<file path="src/hw/hlt_pkg.sv">
// constants, types and helpers for the hardware limit timer mode controller
package hlt_pkg;

  // register byte addresses
  localparam int          ADR_W      = 8;
  localparam logic [7:0]  REG_CTRL   = 8'h00;
  localparam logic [7:0]  REG_MODE   = 8'h04;
  localparam logic [7:0]  REG_PERIOD = 8'h08;
  localparam logic [7:0]  REG_CMP    = 8'h0c;
  localparam logic [7:0]  REG_COUNT  = 8'h10;
  localparam logic [7:0]  REG_STAT   = 8'h14;

  // field positions
  localparam int CTRL_RUN_BIT = 0;
  localparam int STAT_PWM_BIT = 0;
  localparam int STAT_ACT_BIT = 1;
  localparam int STAT_HLD_BIT = 2;
  localparam int STAT_ERS_BIT = 3;

  // reset values
  localparam logic [7:0] PERIOD_RST = 8'hff;
  localparam logic [7:0] CMP_RST    = 8'h00;
  localparam logic [7:0] COUNT_RST  = 8'h00;
  localparam logic [4:0] MODE_RST   = 5'h00;

  // timer clocks from a reset edge or level change to the counter's reaction
  localparam int         RST_DLY_CLKS = 2;
  localparam logic [1:0] DLY_LAST     = 2'(RST_DLY_CLKS - 1);

  // operating modes
  localparam logic [4:0] M_SW_GATE  = 5'h00;
  localparam logic [4:0] M_GATE_HI  = 5'h01;
  localparam logic [4:0] M_GATE_LO  = 5'h02;
  localparam logic [4:0] M_ER_ANY   = 5'h03;
  localparam logic [4:0] M_ER_RISE  = 5'h04;
  localparam logic [4:0] M_ER_FALL  = 5'h05;
  localparam logic [4:0] M_LR_LOW   = 5'h06;
  localparam logic [4:0] M_LR_HIGH  = 5'h07;
  localparam logic [4:0] M_OS_SW    = 5'h08;
  localparam logic [4:0] M_OS_RISE  = 5'h09;
  localparam logic [4:0] M_OS_FALL  = 5'h0a;
  localparam logic [4:0] M_OS_ANY   = 5'h0b;
  localparam logic [4:0] M_OSR_RISE = 5'h0c;
  localparam logic [4:0] M_OSR_FALL = 5'h0d;
  localparam logic [4:0] M_OSL_LOW  = 5'h0e;
  localparam logic [4:0] M_OSL_HIGH = 5'h0f;

  typedef enum logic [1:0] {ST_IDLE, ST_RUN, ST_HOLD} hlt_state_type;

  // per-tick actions decided by the mode logic
  typedef struct packed {
    logic adv;
    logic clr;
    logic stop;
    logic pset;
    logic dly_inc;
  } hlt_act_type;

  // edge picked by a mode: rising, falling or either
  function automatic logic hlt_edge(input logic want_rise, input logic want_fall,
                                    input logic rise, input logic fall);
    hlt_edge = (want_rise & rise) | (want_fall & fall);
  endfunction

endpackage

</file>
<file path="src/hw/hlt_timer.sv">
// hardware limit timer mode controller with pwm drive and wishbone registers
//
// Implementation choices: the register addresses and register access over Wishbone.
`timescale 1ns/1ps
module hlt_timer #(
  parameter int TICK_DIV = 1
) (
  // clock and reset
  input  wire logic        clk_i,
  input  wire logic        rst_i,
  // wishbone slave
  input  wire logic        wb_cyc_i,
  input  wire logic        wb_stb_i,
  input  wire logic        wb_we_i,
  input  wire logic [7:0]  wb_adr_i,
  input  wire logic [3:0]  wb_sel_i,
  input  wire logic [31:0] wb_dat_i,
  output logic      [31:0] wb_dat_o,
  output logic             wb_ack_o,
  // external reset / trigger
  input  wire logic        ext_reset_input_i,
  // time base toward the compare/pwm consumer
  output logic      [7:0]  timer_count_o,
  output logic             pwm_drive_o,
  output logic             period_match_o,
  output logic             run_o
);

  logic [4:0]               mode;
  logic [7:0]               period_value;
  logic [7:0]               pulse_width_compare;
  logic [7:0]               timer_count;
  logic                     run;
  logic                     pwm;
  hlt_pkg::hlt_state_type   state;
  hlt_pkg::hlt_state_type   next_state;
  hlt_pkg::hlt_act_type     act;
  logic [1:0]               dly;
  logic                     ers_meta;
  logic                     ers_sync;
  logic                     ers_prev;
  logic                     rise;
  logic                     fall;
  logic                     match;
  logic                     dly_end;
  logic                     lvl_now;
  logic                     lvl_prev;
  logic                     tick;
  logic [15:0]              div_cnt;
  logic                     req;
  logic                     wr;

  // timer clock enable; TICK_DIV of 1 gives a tick every cycle
  always_ff @(posedge clk_i) begin
    if (rst_i || div_cnt == 16'(TICK_DIV - 1)) begin
      div_cnt <= 16'h0000;
    end else begin
      div_cnt <= div_cnt + 16'h0001;
    end
  end

  always_ff @(posedge clk_i) begin
    if (rst_i) begin
      tick <= 1'b0;
    end else begin
      tick <= (div_cnt == 16'(TICK_DIV - 1));
    end
  end

  // two-stage synchroniser; only the second stage feeds detection
  always_ff @(posedge clk_i) begin
    if (rst_i) begin
      ers_meta <= 1'b0;
      ers_sync <= 1'b0;
    end else begin
      ers_meta <= ext_reset_input_i;
      ers_sync <= ers_meta;
    end
  end

  // previous level sampled per timer clock so edges are counted in ticks
  always_ff @(posedge clk_i) begin
    if (rst_i) begin
      ers_prev <= 1'b0;
    end else if (tick) begin
      ers_prev <= ers_sync;
    end
  end

  assign rise    = ers_sync & ~ers_prev;
  assign fall    = ~ers_sync & ers_prev;
  // a period of zero pins the count at zero in the gated modes
  assign match   = (timer_count == period_value);
  assign dly_end = (dly == hlt_pkg::DLY_LAST);
  // reset level active: low for the low-level modes, high otherwise
  assign lvl_now  = (mode == hlt_pkg::M_LR_LOW || mode == hlt_pkg::M_OSL_LOW) ?
                    ~ers_sync : ers_sync;
  assign lvl_prev = (mode == hlt_pkg::M_LR_LOW || mode == hlt_pkg::M_OSL_LOW) ?
                    ~ers_prev : ers_prev;

  // mode decode: what the counter, run bit and pwm do on this tick
  always_comb begin
    act        = '0;
    next_state = state;
    if (!run) begin
      // a paused software one-shot remembers that its cycle is in progress
      if (mode != hlt_pkg::M_OS_SW) begin
        next_state = hlt_pkg::ST_IDLE;
      end
    end else begin
      case (mode)
        hlt_pkg::M_SW_GATE, hlt_pkg::M_GATE_HI, hlt_pkg::M_GATE_LO: begin
          if (mode == hlt_pkg::M_SW_GATE ||
              (mode == hlt_pkg::M_GATE_HI && ers_sync) ||
              (mode == hlt_pkg::M_GATE_LO && !ers_sync)) begin
            if (match) begin
              act.clr  = 1'b1;
              act.pset = 1'b1;
            end else begin
              act.adv = 1'b1;
            end
          end
        end
        hlt_pkg::M_ER_ANY, hlt_pkg::M_ER_RISE, hlt_pkg::M_ER_FALL: begin
          if (hlt_pkg::hlt_edge(mode != hlt_pkg::M_ER_FALL, mode != hlt_pkg::M_ER_RISE,
                       rise, fall)) begin
            act.clr    = 1'b1;
            next_state = hlt_pkg::ST_HOLD;
          end else if (state == hlt_pkg::ST_HOLD) begin
            if (dly_end) begin
              act.adv    = 1'b1;
              act.pset   = 1'b1;
              next_state = hlt_pkg::ST_RUN;
            end else begin
              act.clr     = 1'b1;
              act.dly_inc = 1'b1;
            end
          end else if (match) begin
            act.clr    = 1'b1;
            act.pset   = 1'b1;
            next_state = hlt_pkg::ST_RUN;
          end else begin
            act.adv    = 1'b1;
            next_state = hlt_pkg::ST_RUN;
          end
        end
        hlt_pkg::M_LR_LOW, hlt_pkg::M_LR_HIGH: begin
          if (state != hlt_pkg::ST_HOLD) begin
            if (lvl_now && dly_end) begin
              act.clr    = 1'b1;
              next_state = hlt_pkg::ST_HOLD;
            end else begin
              act.dly_inc = lvl_now;
              if (match) begin
                act.clr  = 1'b1;
                act.pset = 1'b1;
              end else begin
                act.adv = 1'b1;
              end
            end
          end else begin
            act.clr = 1'b1;
            if (!lvl_now && dly_end) begin
              act.clr    = 1'b0;
              act.adv    = 1'b1;
              act.pset   = 1'b1;
              next_state = hlt_pkg::ST_RUN;
            end else begin
              act.dly_inc = !lvl_now;
            end
          end
        end
        hlt_pkg::M_OS_SW: begin
          if (state == hlt_pkg::ST_IDLE) begin
            act.pset = 1'b1;
          end
          next_state = hlt_pkg::ST_RUN;
          if (match) begin
            act.clr    = 1'b1;
            act.stop   = 1'b1;
            next_state = hlt_pkg::ST_IDLE;
          end else begin
            act.adv = 1'b1;
          end
        end
        hlt_pkg::M_OS_RISE, hlt_pkg::M_OS_FALL, hlt_pkg::M_OS_ANY: begin
          if (state == hlt_pkg::ST_IDLE) begin
            if (hlt_pkg::hlt_edge(mode != hlt_pkg::M_OS_FALL, mode != hlt_pkg::M_OS_RISE,
                         rise, fall)) begin
              act.pset   = 1'b1;
              next_state = hlt_pkg::ST_RUN;
            end
          end else if (match) begin
            act.clr    = 1'b1;
            act.stop   = 1'b1;
            next_state = hlt_pkg::ST_IDLE;
          end else begin
            act.adv = 1'b1;
          end
        end
        hlt_pkg::M_OSR_RISE, hlt_pkg::M_OSR_FALL: begin
          if (hlt_pkg::hlt_edge(mode == hlt_pkg::M_OSR_RISE, mode == hlt_pkg::M_OSR_FALL,
                       rise, fall)) begin
            act.pset = 1'b1;
            if (state == hlt_pkg::ST_IDLE) begin
              next_state = hlt_pkg::ST_RUN;
            end else begin
              act.clr    = 1'b1;
              next_state = hlt_pkg::ST_HOLD;
            end
          end else if (state == hlt_pkg::ST_HOLD) begin
            if (dly_end) begin
              act.adv    = 1'b1;
              next_state = hlt_pkg::ST_RUN;
            end else begin
              act.clr     = 1'b1;
              act.dly_inc = 1'b1;
            end
          end else if (state == hlt_pkg::ST_RUN) begin
            if (match) begin
              act.clr    = 1'b1;
              act.stop   = 1'b1;
              next_state = hlt_pkg::ST_IDLE;
            end else begin
              act.adv = 1'b1;
            end
          end
        end
        hlt_pkg::M_OSL_LOW, hlt_pkg::M_OSL_HIGH: begin
          if (lvl_now) begin
            act.clr = 1'b1;
          end else if (state == hlt_pkg::ST_IDLE) begin
            if (lvl_prev) begin
              act.pset   = 1'b1;
              next_state = hlt_pkg::ST_RUN;
            end
          end else if (match) begin
            act.clr    = 1'b1;
            act.stop   = 1'b1;
            next_state = hlt_pkg::ST_IDLE;
          end else begin
            act.adv = 1'b1;
          end
        end
        // reserved modes freeze the count while run stays set
        default: begin
          act = '0;
        end
      endcase
    end
  end

  always_ff @(posedge clk_i) begin
    if (rst_i) begin
      state <= hlt_pkg::ST_IDLE;
    end else if (tick) begin
      // state moves on timer clocks only, so every delay counts in ticks
      state <= next_state;
    end
  end

  // delay counter restarts whenever the mode logic stops asking for it
  always_ff @(posedge clk_i) begin
    if (rst_i) begin
      dly <= 2'h0;
    end else if (tick) begin
      if (act.dly_inc && !dly_end) begin
        dly <= dly + 2'h1;
      end else begin
        dly <= 2'h0;
      end
    end
  end

  // wishbone: one wait state, ack for one cycle, unmapped reads give zero
  // masking with ack keeps a strobe held into the ack cycle from being taken twice
  assign req = wb_cyc_i & wb_stb_i & ~wb_ack_o;
  assign wr  = req & wb_we_i & wb_sel_i[0];

  always_ff @(posedge clk_i) begin
    if (rst_i) begin
      wb_ack_o <= 1'b0;
    end else begin
      wb_ack_o <= req;
    end
  end

  always_ff @(posedge clk_i) begin
    if (rst_i) begin
      wb_dat_o <= 32'h0000_0000;
    end else if (req) begin
      case (wb_adr_i)
        hlt_pkg::REG_CTRL:   wb_dat_o <= 32'(run);
        hlt_pkg::REG_MODE:   wb_dat_o <= 32'(mode);
        hlt_pkg::REG_PERIOD: wb_dat_o <= 32'(period_value);
        hlt_pkg::REG_CMP:    wb_dat_o <= 32'(pulse_width_compare);
        hlt_pkg::REG_COUNT:  wb_dat_o <= 32'(timer_count);
        hlt_pkg::REG_STAT: begin
          wb_dat_o                        <= 32'h0000_0000;
          wb_dat_o[hlt_pkg::STAT_PWM_BIT] <= pwm;
          wb_dat_o[hlt_pkg::STAT_ACT_BIT] <= (state != hlt_pkg::ST_IDLE);
          wb_dat_o[hlt_pkg::STAT_HLD_BIT] <= (state == hlt_pkg::ST_HOLD);
          wb_dat_o[hlt_pkg::STAT_ERS_BIT] <= ers_sync;
        end
        default: wb_dat_o <= 32'h0000_0000;
      endcase
    end
  end

  always_ff @(posedge clk_i) begin
    if (rst_i) begin
      mode                <= hlt_pkg::MODE_RST;
      period_value        <= hlt_pkg::PERIOD_RST;
      pulse_width_compare <= hlt_pkg::CMP_RST;
    end else if (wr) begin
      if (wb_adr_i == hlt_pkg::REG_MODE) begin
        mode <= wb_dat_i[4:0];
      end
      if (wb_adr_i == hlt_pkg::REG_PERIOD) begin
        period_value <= wb_dat_i[7:0];
      end
      if (wb_adr_i == hlt_pkg::REG_CMP) begin
        pulse_width_compare <= wb_dat_i[7:0];
      end
    end
  end

  // software write of one beats a hardware clear in the same cycle
  always_ff @(posedge clk_i) begin
    if (rst_i) begin
      run <= 1'b0;
    end else if (wr && wb_adr_i == hlt_pkg::REG_CTRL) begin
      run <= wb_dat_i[hlt_pkg::CTRL_RUN_BIT];
    end else if (tick && act.stop) begin
      run <= 1'b0;
    end
  end

  // a software write to the count overrides the tick
  always_ff @(posedge clk_i) begin
    if (rst_i) begin
      timer_count <= hlt_pkg::COUNT_RST;
    end else if (wr && wb_adr_i == hlt_pkg::REG_COUNT) begin
      timer_count <= wb_dat_i[7:0];
    end else if (tick && act.clr) begin
      timer_count <= hlt_pkg::COUNT_RST;
    end else if (tick && act.adv) begin
      timer_count <= timer_count + 8'h01;
    end
  end

  // drive ends only while counting, so a held count keeps the pulse high
  always_ff @(posedge clk_i) begin
    if (rst_i) begin
      pwm <= 1'b0;
    end else if (tick && act.pset) begin
      pwm <= 1'b1;
    end else if (tick && act.adv && timer_count == pulse_width_compare) begin
      pwm <= 1'b0;
    end
  end

  always_ff @(posedge clk_i) begin
    if (rst_i) begin
      period_match_o <= 1'b0;
    end else begin
      // only a zeroing with the count at the period flags a match
      period_match_o <= tick & act.clr & match;
    end
  end

  assign timer_count_o = timer_count;
  assign pwm_drive_o   = pwm;
  assign run_o         = run;

endmodule

</file>
<file path="config.mk">
export PLATFORM = sky130hd
export DESIGN_NAME = hlt_timer
export DESIGN_NICKNAME = d
export VERILOG_FILES = /design/src/hw/hlt_pkg.sv /design/src/hw/hlt_timer.sv
export SDC_FILE = /design/constraint.sdc
export NUM_CORES = 1
export LEC_CHECK = 0
export BUFFER_PORTS_ARGS = -buffer_cell sky130_fd_sc_hd__buf_4
export CORE_MARGIN = 1
export CORE_UTILIZATION = 40
export CTS_CLUSTER_SIZE = 8
export DETAILED_ROUTE_END_ITERATION = 10
export HOLD_SLACK_MARGIN = 0.03
export SLEW_MARGIN = 20
export SYNTH_ARGS = -nofsm -noshare
export SYNTH_HDL_FRONTEND = slang
export SYNTH_SLANG_ARGS = --single-unit
export TNS_END_PERCENT = 100
</file>
<file path="constraint.sdc">
create_clock -name clk_i -period 6.2 [get_ports clk_i]
set_clock_uncertainty 0.1 [all_clocks]
set_input_delay 1.24 -clock clk_i [delete_from_list [all_inputs] [get_ports clk_i]]
set_output_delay 1.24 -clock clk_i [all_outputs]
set_load 0.02 [all_outputs]
</file>
### Word-level counts from Yosys, hierarchy flattened

Index checks and enable logic that the tools add are counted.

| cells by class | value |
|---|---|
| $add $sub $neg | 3 |
| equality and inequality tests | 38 |
| muxes and demuxes | 75 |
| bitwise operators | 20 |
| reduce and logical (&&, ||, !) cells | 38 |

Operators with widths:

| operator | count |
|---|---|
| $mux W2 | 29 |
| $pmux W8 S6 | 1 |
| $eq A5 B4 Y1 const B | 8 |
| $mux W1 | 34 |
| $mux W8 | 3 |
| $eq A5 B3 Y1 const B | 4 |
| $add A16 B1 Y16 const B | 1 |
| $eq A8 B4 Y1 const B | 2 |
| $eq A8 B5 Y1 const B | 2 |
| $eq A8 B8 Y1 | 2 |
| $logic_not A16 Y1 | 1 |
| $ne A4 B4 Y1 const B | 4 |
| $ne A5 B4 Y1 const B | 3 |
| $and A1 B1 Y1 | 14 |
| $pmux W2 S7 | 1 |
| $logic_and A1 B1 Y1 | 12 |
| $pmux W2 S6 | 1 |
| $eq A5 B2 Y1 const B | 2 |
| $ne A5 B3 Y1 const B | 2 |
| $reduce_and A9 Y1 | 1 |
| $reduce_or A3 Y1 | 3 |
| $add A8 B1 Y8 const B | 1 |
| $eq A8 B3 Y1 const B | 1 |
| $logic_not A8 Y1 | 1 |
| other kinds (23) | 41 |

| word-level totals | value |
|---|---|
| register bits after elaboration | 89 |
| input port bits | 50 |
| output and inout bits | 44 |
| logic and storage cells | 190 |

### Depth between registers and ports, before layout

| depth | value |
|---|---|
| word-level depth | 13 |
| mapped depth | 11 |
| mapped depth without buffers | 9 |

### Least setup slack after synthesis

No wires, ideal clock.

| timing | value |
|---|---|
| path kind | input to register |
| start point | input port wb_adr_i[7] |
| end point | register period_value[0] |
| arrival time | 2890 ps |
| required time | 5971 ps |
| slack | 3081 ps |
| stages | 6 |
| path through | or4_4 > nor4b_4 > nand2_1 > nor2_4 > mux2i_1 > nand2_1 |

| on the way | value |
|---|---|
| word-level cells in the longest chain between the ends | 2 |

RTL lines:

| item | line | text |
|---|---|---|
| start, declared | hlt_timer.sv:15 | `input wire logic [7:0] wb_adr_i,` |
| $eq A8 B4 Y1 | hlt_timer.sv:319 | `if (wb_adr_i == hlt_pkg::REG_PERIOD) begin` |
| $reduce_and A2 Y1 (no source line) | - |  |
| end signal, assigned | hlt_timer.sv:313 | `period_value <= hlt_pkg::PERIOD_RST;` |
| end signal, assigned | hlt_timer.sv:320 | `period_value <= wb_dat_i[7:0];` |
| end, declared | hlt_timer.sv:30 | `logic [7:0] period_value;` |

Every way passes these cells.
A chain may end at the register's enable or synchronous reset.

### Final worst setup path

| timing | value |
|---|---|
| start point | input port wb_adr_i[7] |
| end point | register timer_count[4], in the netlist timer_count_o[4] |

| on the way | value |
|---|---|
| word-level cells in the longest chain between the ends | 3 |
| elaborated cells on any way between the ends | 4 |

RTL lines:

| item | line | text |
|---|---|---|
| $eq A8 B5 Y1 * | hlt_timer.sv:343 | `end else if (wr && wb_adr_i == hlt_pkg::REG_COUNT) begin` |
| $logic_and A1 B1 Y1 * | hlt_timer.sv:343 |  |
| $reduce_bool A3 Y1 (no source line) or $mux W8 (tied branches) | - |  |
| end signal, assigned | hlt_timer.sv:342 | `timer_count <= hlt_pkg::COUNT_RST;` |
| end signal, assigned | hlt_timer.sv:344 | `timer_count <= wb_dat_i[7:0];` |
| end signal, assigned | hlt_timer.sv:346 | `timer_count <= hlt_pkg::COUNT_RST;` |
| end, declared | hlt_timer.sv:32 | `logic [7:0] timer_count;` |

Every way passes the cells marked *; elsewhere a longest branch is shown, timed or not.

==> results_dict.tcl <==
set metrics [dict create \
    min-delay-start "ers_meta" \
    fillers 1077 \
    dp_cells 668 \
    drtIter0Drc 202 \
    path_class "in -> reg" \
    cp-end-kind "flop" \
    cts.clk_slew.worst_paths_ns 0.07 \
    die_h_um 107 \
    yosys_warnings 0 \
    worst_ep_arrival_time_ns 3.43 \
    tns_ns 0 \
    final_cell_area_um2 4750 \
    avgSynthCellArea_um2 8.40 \
    rows 37 \
    rr_endpoint "timer_count_o[1]" \
    cap_viol_max_count 0 \
    totalWireLength_um 11100 \
    rr_startpoint "mode[0]" \
    num_io_pins 94 \
    post_cts_resized 0 \
    grt_pass1_vias 3614 \
    drt-vias-per-instance 5.65 \
    outcome "completed" \
    drc 0 \
    max_stage_delay_ns 0.62 \
    gp_congestion 0.907 \
    grtUsageTotal_pct 20.3 \
    slew_violations 0 \
    max_freq_ghz 0.304 \
    cp.required_ns 6.34 \
    async_flop_share_pct 0 \
    synth_ff_type "dfxtp_1" \
    critPathTopFamily "simple AND/OR/NAND/NOR gates" \
    overflow 0 \
    crit_slowest_cell "and3_1" \
    synth_area_leaders "dfxtp_1 30%, nor2_1 5.4%, mux2i_1 5.2%" \
    cts_tree "done" \
    die_x_um 107 \
    path_cells "buf_4 > or4_4 > nor3_4 > and3_1 > nor3_1 > a221o_1" \
    pwr_density_cell_nw_per_um2 164 \
    synth_cell_types 82 \
    cts_buffers 9 \
    slew_headroom_pct 49.4 \
    yosysTopAreaCell "dfxtp_1" \
    nets 600 \
    total_power_mw 0.779 \
    vdd_ir_drop_max_mv 0.129 \
    dp_slack_ns 2.55 \
    ant_nets 0 \
    tightest_slew_ns 0.757 \
    ys_seq_area_share_pct 29.5 \
    worst_slack_ns 2.91 \
    portBuffers 42 \
    placed_area_um2 4600 \
    antenna_found_initial 0 \
    startpoint "wb_adr_i[7]" \
    die_area_um2 11400 \
    vias 3863 \
    clockRootBuffer "clkbuf_8" \
    regToRegSetupSlack_ns 3.19 \
    post_cts_buffers 0 \
    finish.utilization_pct 45.2 \
    whs_path_depth 1 \
    min_to "ers_sync" \
    worstHoldPathType "reg -> reg" \
    synthCells 525 \
    syn_to_final_growth_pct 7.78 \
    min_period_ns 3.29 \
    timing.hold.ws_ns 0.341 \
    leakage_nw 1.93 \
    final_layout_size_suffix_gt1_share_pct 16.2 \
    clock_latency_ns 0.35 \
    clock_path_buffers 2 \
    hold_buffers 0 \
    cts.sink_count 65 \
    period_share_pct 53.1 \
    synth_top_area_share_pct 29.5 \
    dp_hpwl_um 7900 \
    worstPathMaxFanout 16 \
    grt_pass1_wl_um 18300 \
    dr.pass1.iters 5 \
    cp-start-kind "input pin" \
    core_um2 10500 \
    antenna_cells 0 \
    finalHoldViolCount 0 \
    wl_per_cell_um 16.2 \
    cp_num_buf_inv 1 \
    grt_max_degree 40 \
    rsz0062_at_grt "false" \
    stdcell_count 684 \
    cts_max_level 3 \
    reg2regPathDepth 6 \
    setup_violations 0 \
    synth_edf_count 0 \
    synth_area_um2 4410 \
    start_util_pct 41.9 \
    ys_seq_elements 65 \
]
final cells by class:
class,count,area [µm²],area share (%)
clock buffer,12,135,2.84
clock inverter,4,20.0,0.421
inverter,11,41.3,0.869
multi-input combinational,414,2770,58.3
sequential,65,1300,27.4
tap,136,170,3.58
timing repair buffer,42,315,6.64
synth_stat cells, types with 4 or more instances:
library cell,n
and3_1,6
buf_6,7
inv_1,11
o311a_1,4
or3_1,4
nand2b_1,12
nor2_1,64
nor2b_1,8
o21ai_1,5
xnor2_1,4
mux2i_1,23
nor4_1,6
ha_1,7
dfxtp_1,65
a32oi_1,4
a22oi_1,7
o211ai_1,4
o21ai_0,13
xor2_1,26
a21oi_1,31
buf_2,10
nor3_1,7
mux2_2,11
nand2_1,41
nand4_1,4
clkbuf_1,13
nand3_1,18
nand3b_1,4
buf_4,27
power breakdown:
group	internal, mW	switching (mW)	leakage, nW
sequential	0.419	0.00283	0.525
combinational	0.0193	0.0385	1.32
clock	0.143	0.157	0.0839
total	0.581	0.199	1.93
worst register-to-register path, stage by stage, from the launching register on:
cell and delay (ns):
dfxtp_1 0.81, xor2_1 0.31, or4b_1 0.50, a32oi_1 0.23
a32o_2 0.39, mux2_2 0.39, a22o_1 0.17
per-layer routing:
| metal | part of all wire, % | global-route usage (%) |
|---|---|---|
| met5 | 0 | 0 |
| met4 | 1.7 | 7.53 |
| met3 | 4.8 | 4.19 |
| met2 | 47 | 32.3 |
| met1 | 46 | 26.9 |
registers in the layout, indices dropped and copies added (netlist names), 2 cells and up:
signal / cells
state: 2
div_cnt: 16
dly: 2
wb_dat_o: 8
pulse_width_compare: 8
period_value: 8
timer_count_o: 8
mode: 5
logic make-up (layout without fill, tap and decap cells):
| group | count (synthesis) | after routing | synth area share, % |
|---|---|---|---|
| other | 1 | 24 | 0.0851 |
| DFF | 65 | 65 | 29.5 |
| xor gates and xnor gates | 31 | 31 | 6.33 |
| adders and majority gates | 7 | 7 | 1.99 |
| buffers and inverters | 69 | 69 | 9.65 |
| AOI/OAI and AO/OA | 113 | 113 | 18.5 |
| and+or+nand+nor | 204 | 204 | 25.4 |
| muxes | 35 | 35 | 8.54 |
worst max-delay path by stage:
| stage | to | slack (ns) | cells past startpoint |
|---|---|---|---|
| 2_1_floorplan | period_value[0] | 3.08 | 6 |
| 3_3_place_gp | timer_count_o[4] | 2.59 | 6 |
| 3_5_place_dp | timer_count_o[4] | 2.55 | 6 |
| 4_1_cts | timer_count_o[4] | 2.92 | 6 |
| 5_1_grt | timer_count_o[4] | 2.81 | 6 |
| 6_report | timer_count_o[4] | 2.91 | 6 |
placed cells by master (no fill, tap or decap), types with 9 or more instances in the layout:
cell type  count
conb_1        24
nand2_1       41
a21oi_1       31
clkbuf_8       9
nand3_1       18
o21ai_0       13
inv_1         11
nand2b_1      12
dfxtp_1       65
xor2_1        26
nor2_1        64
mux2i_1       23
mux2_2        11
buf_4         42
Power figures use the tool's default switching activity.
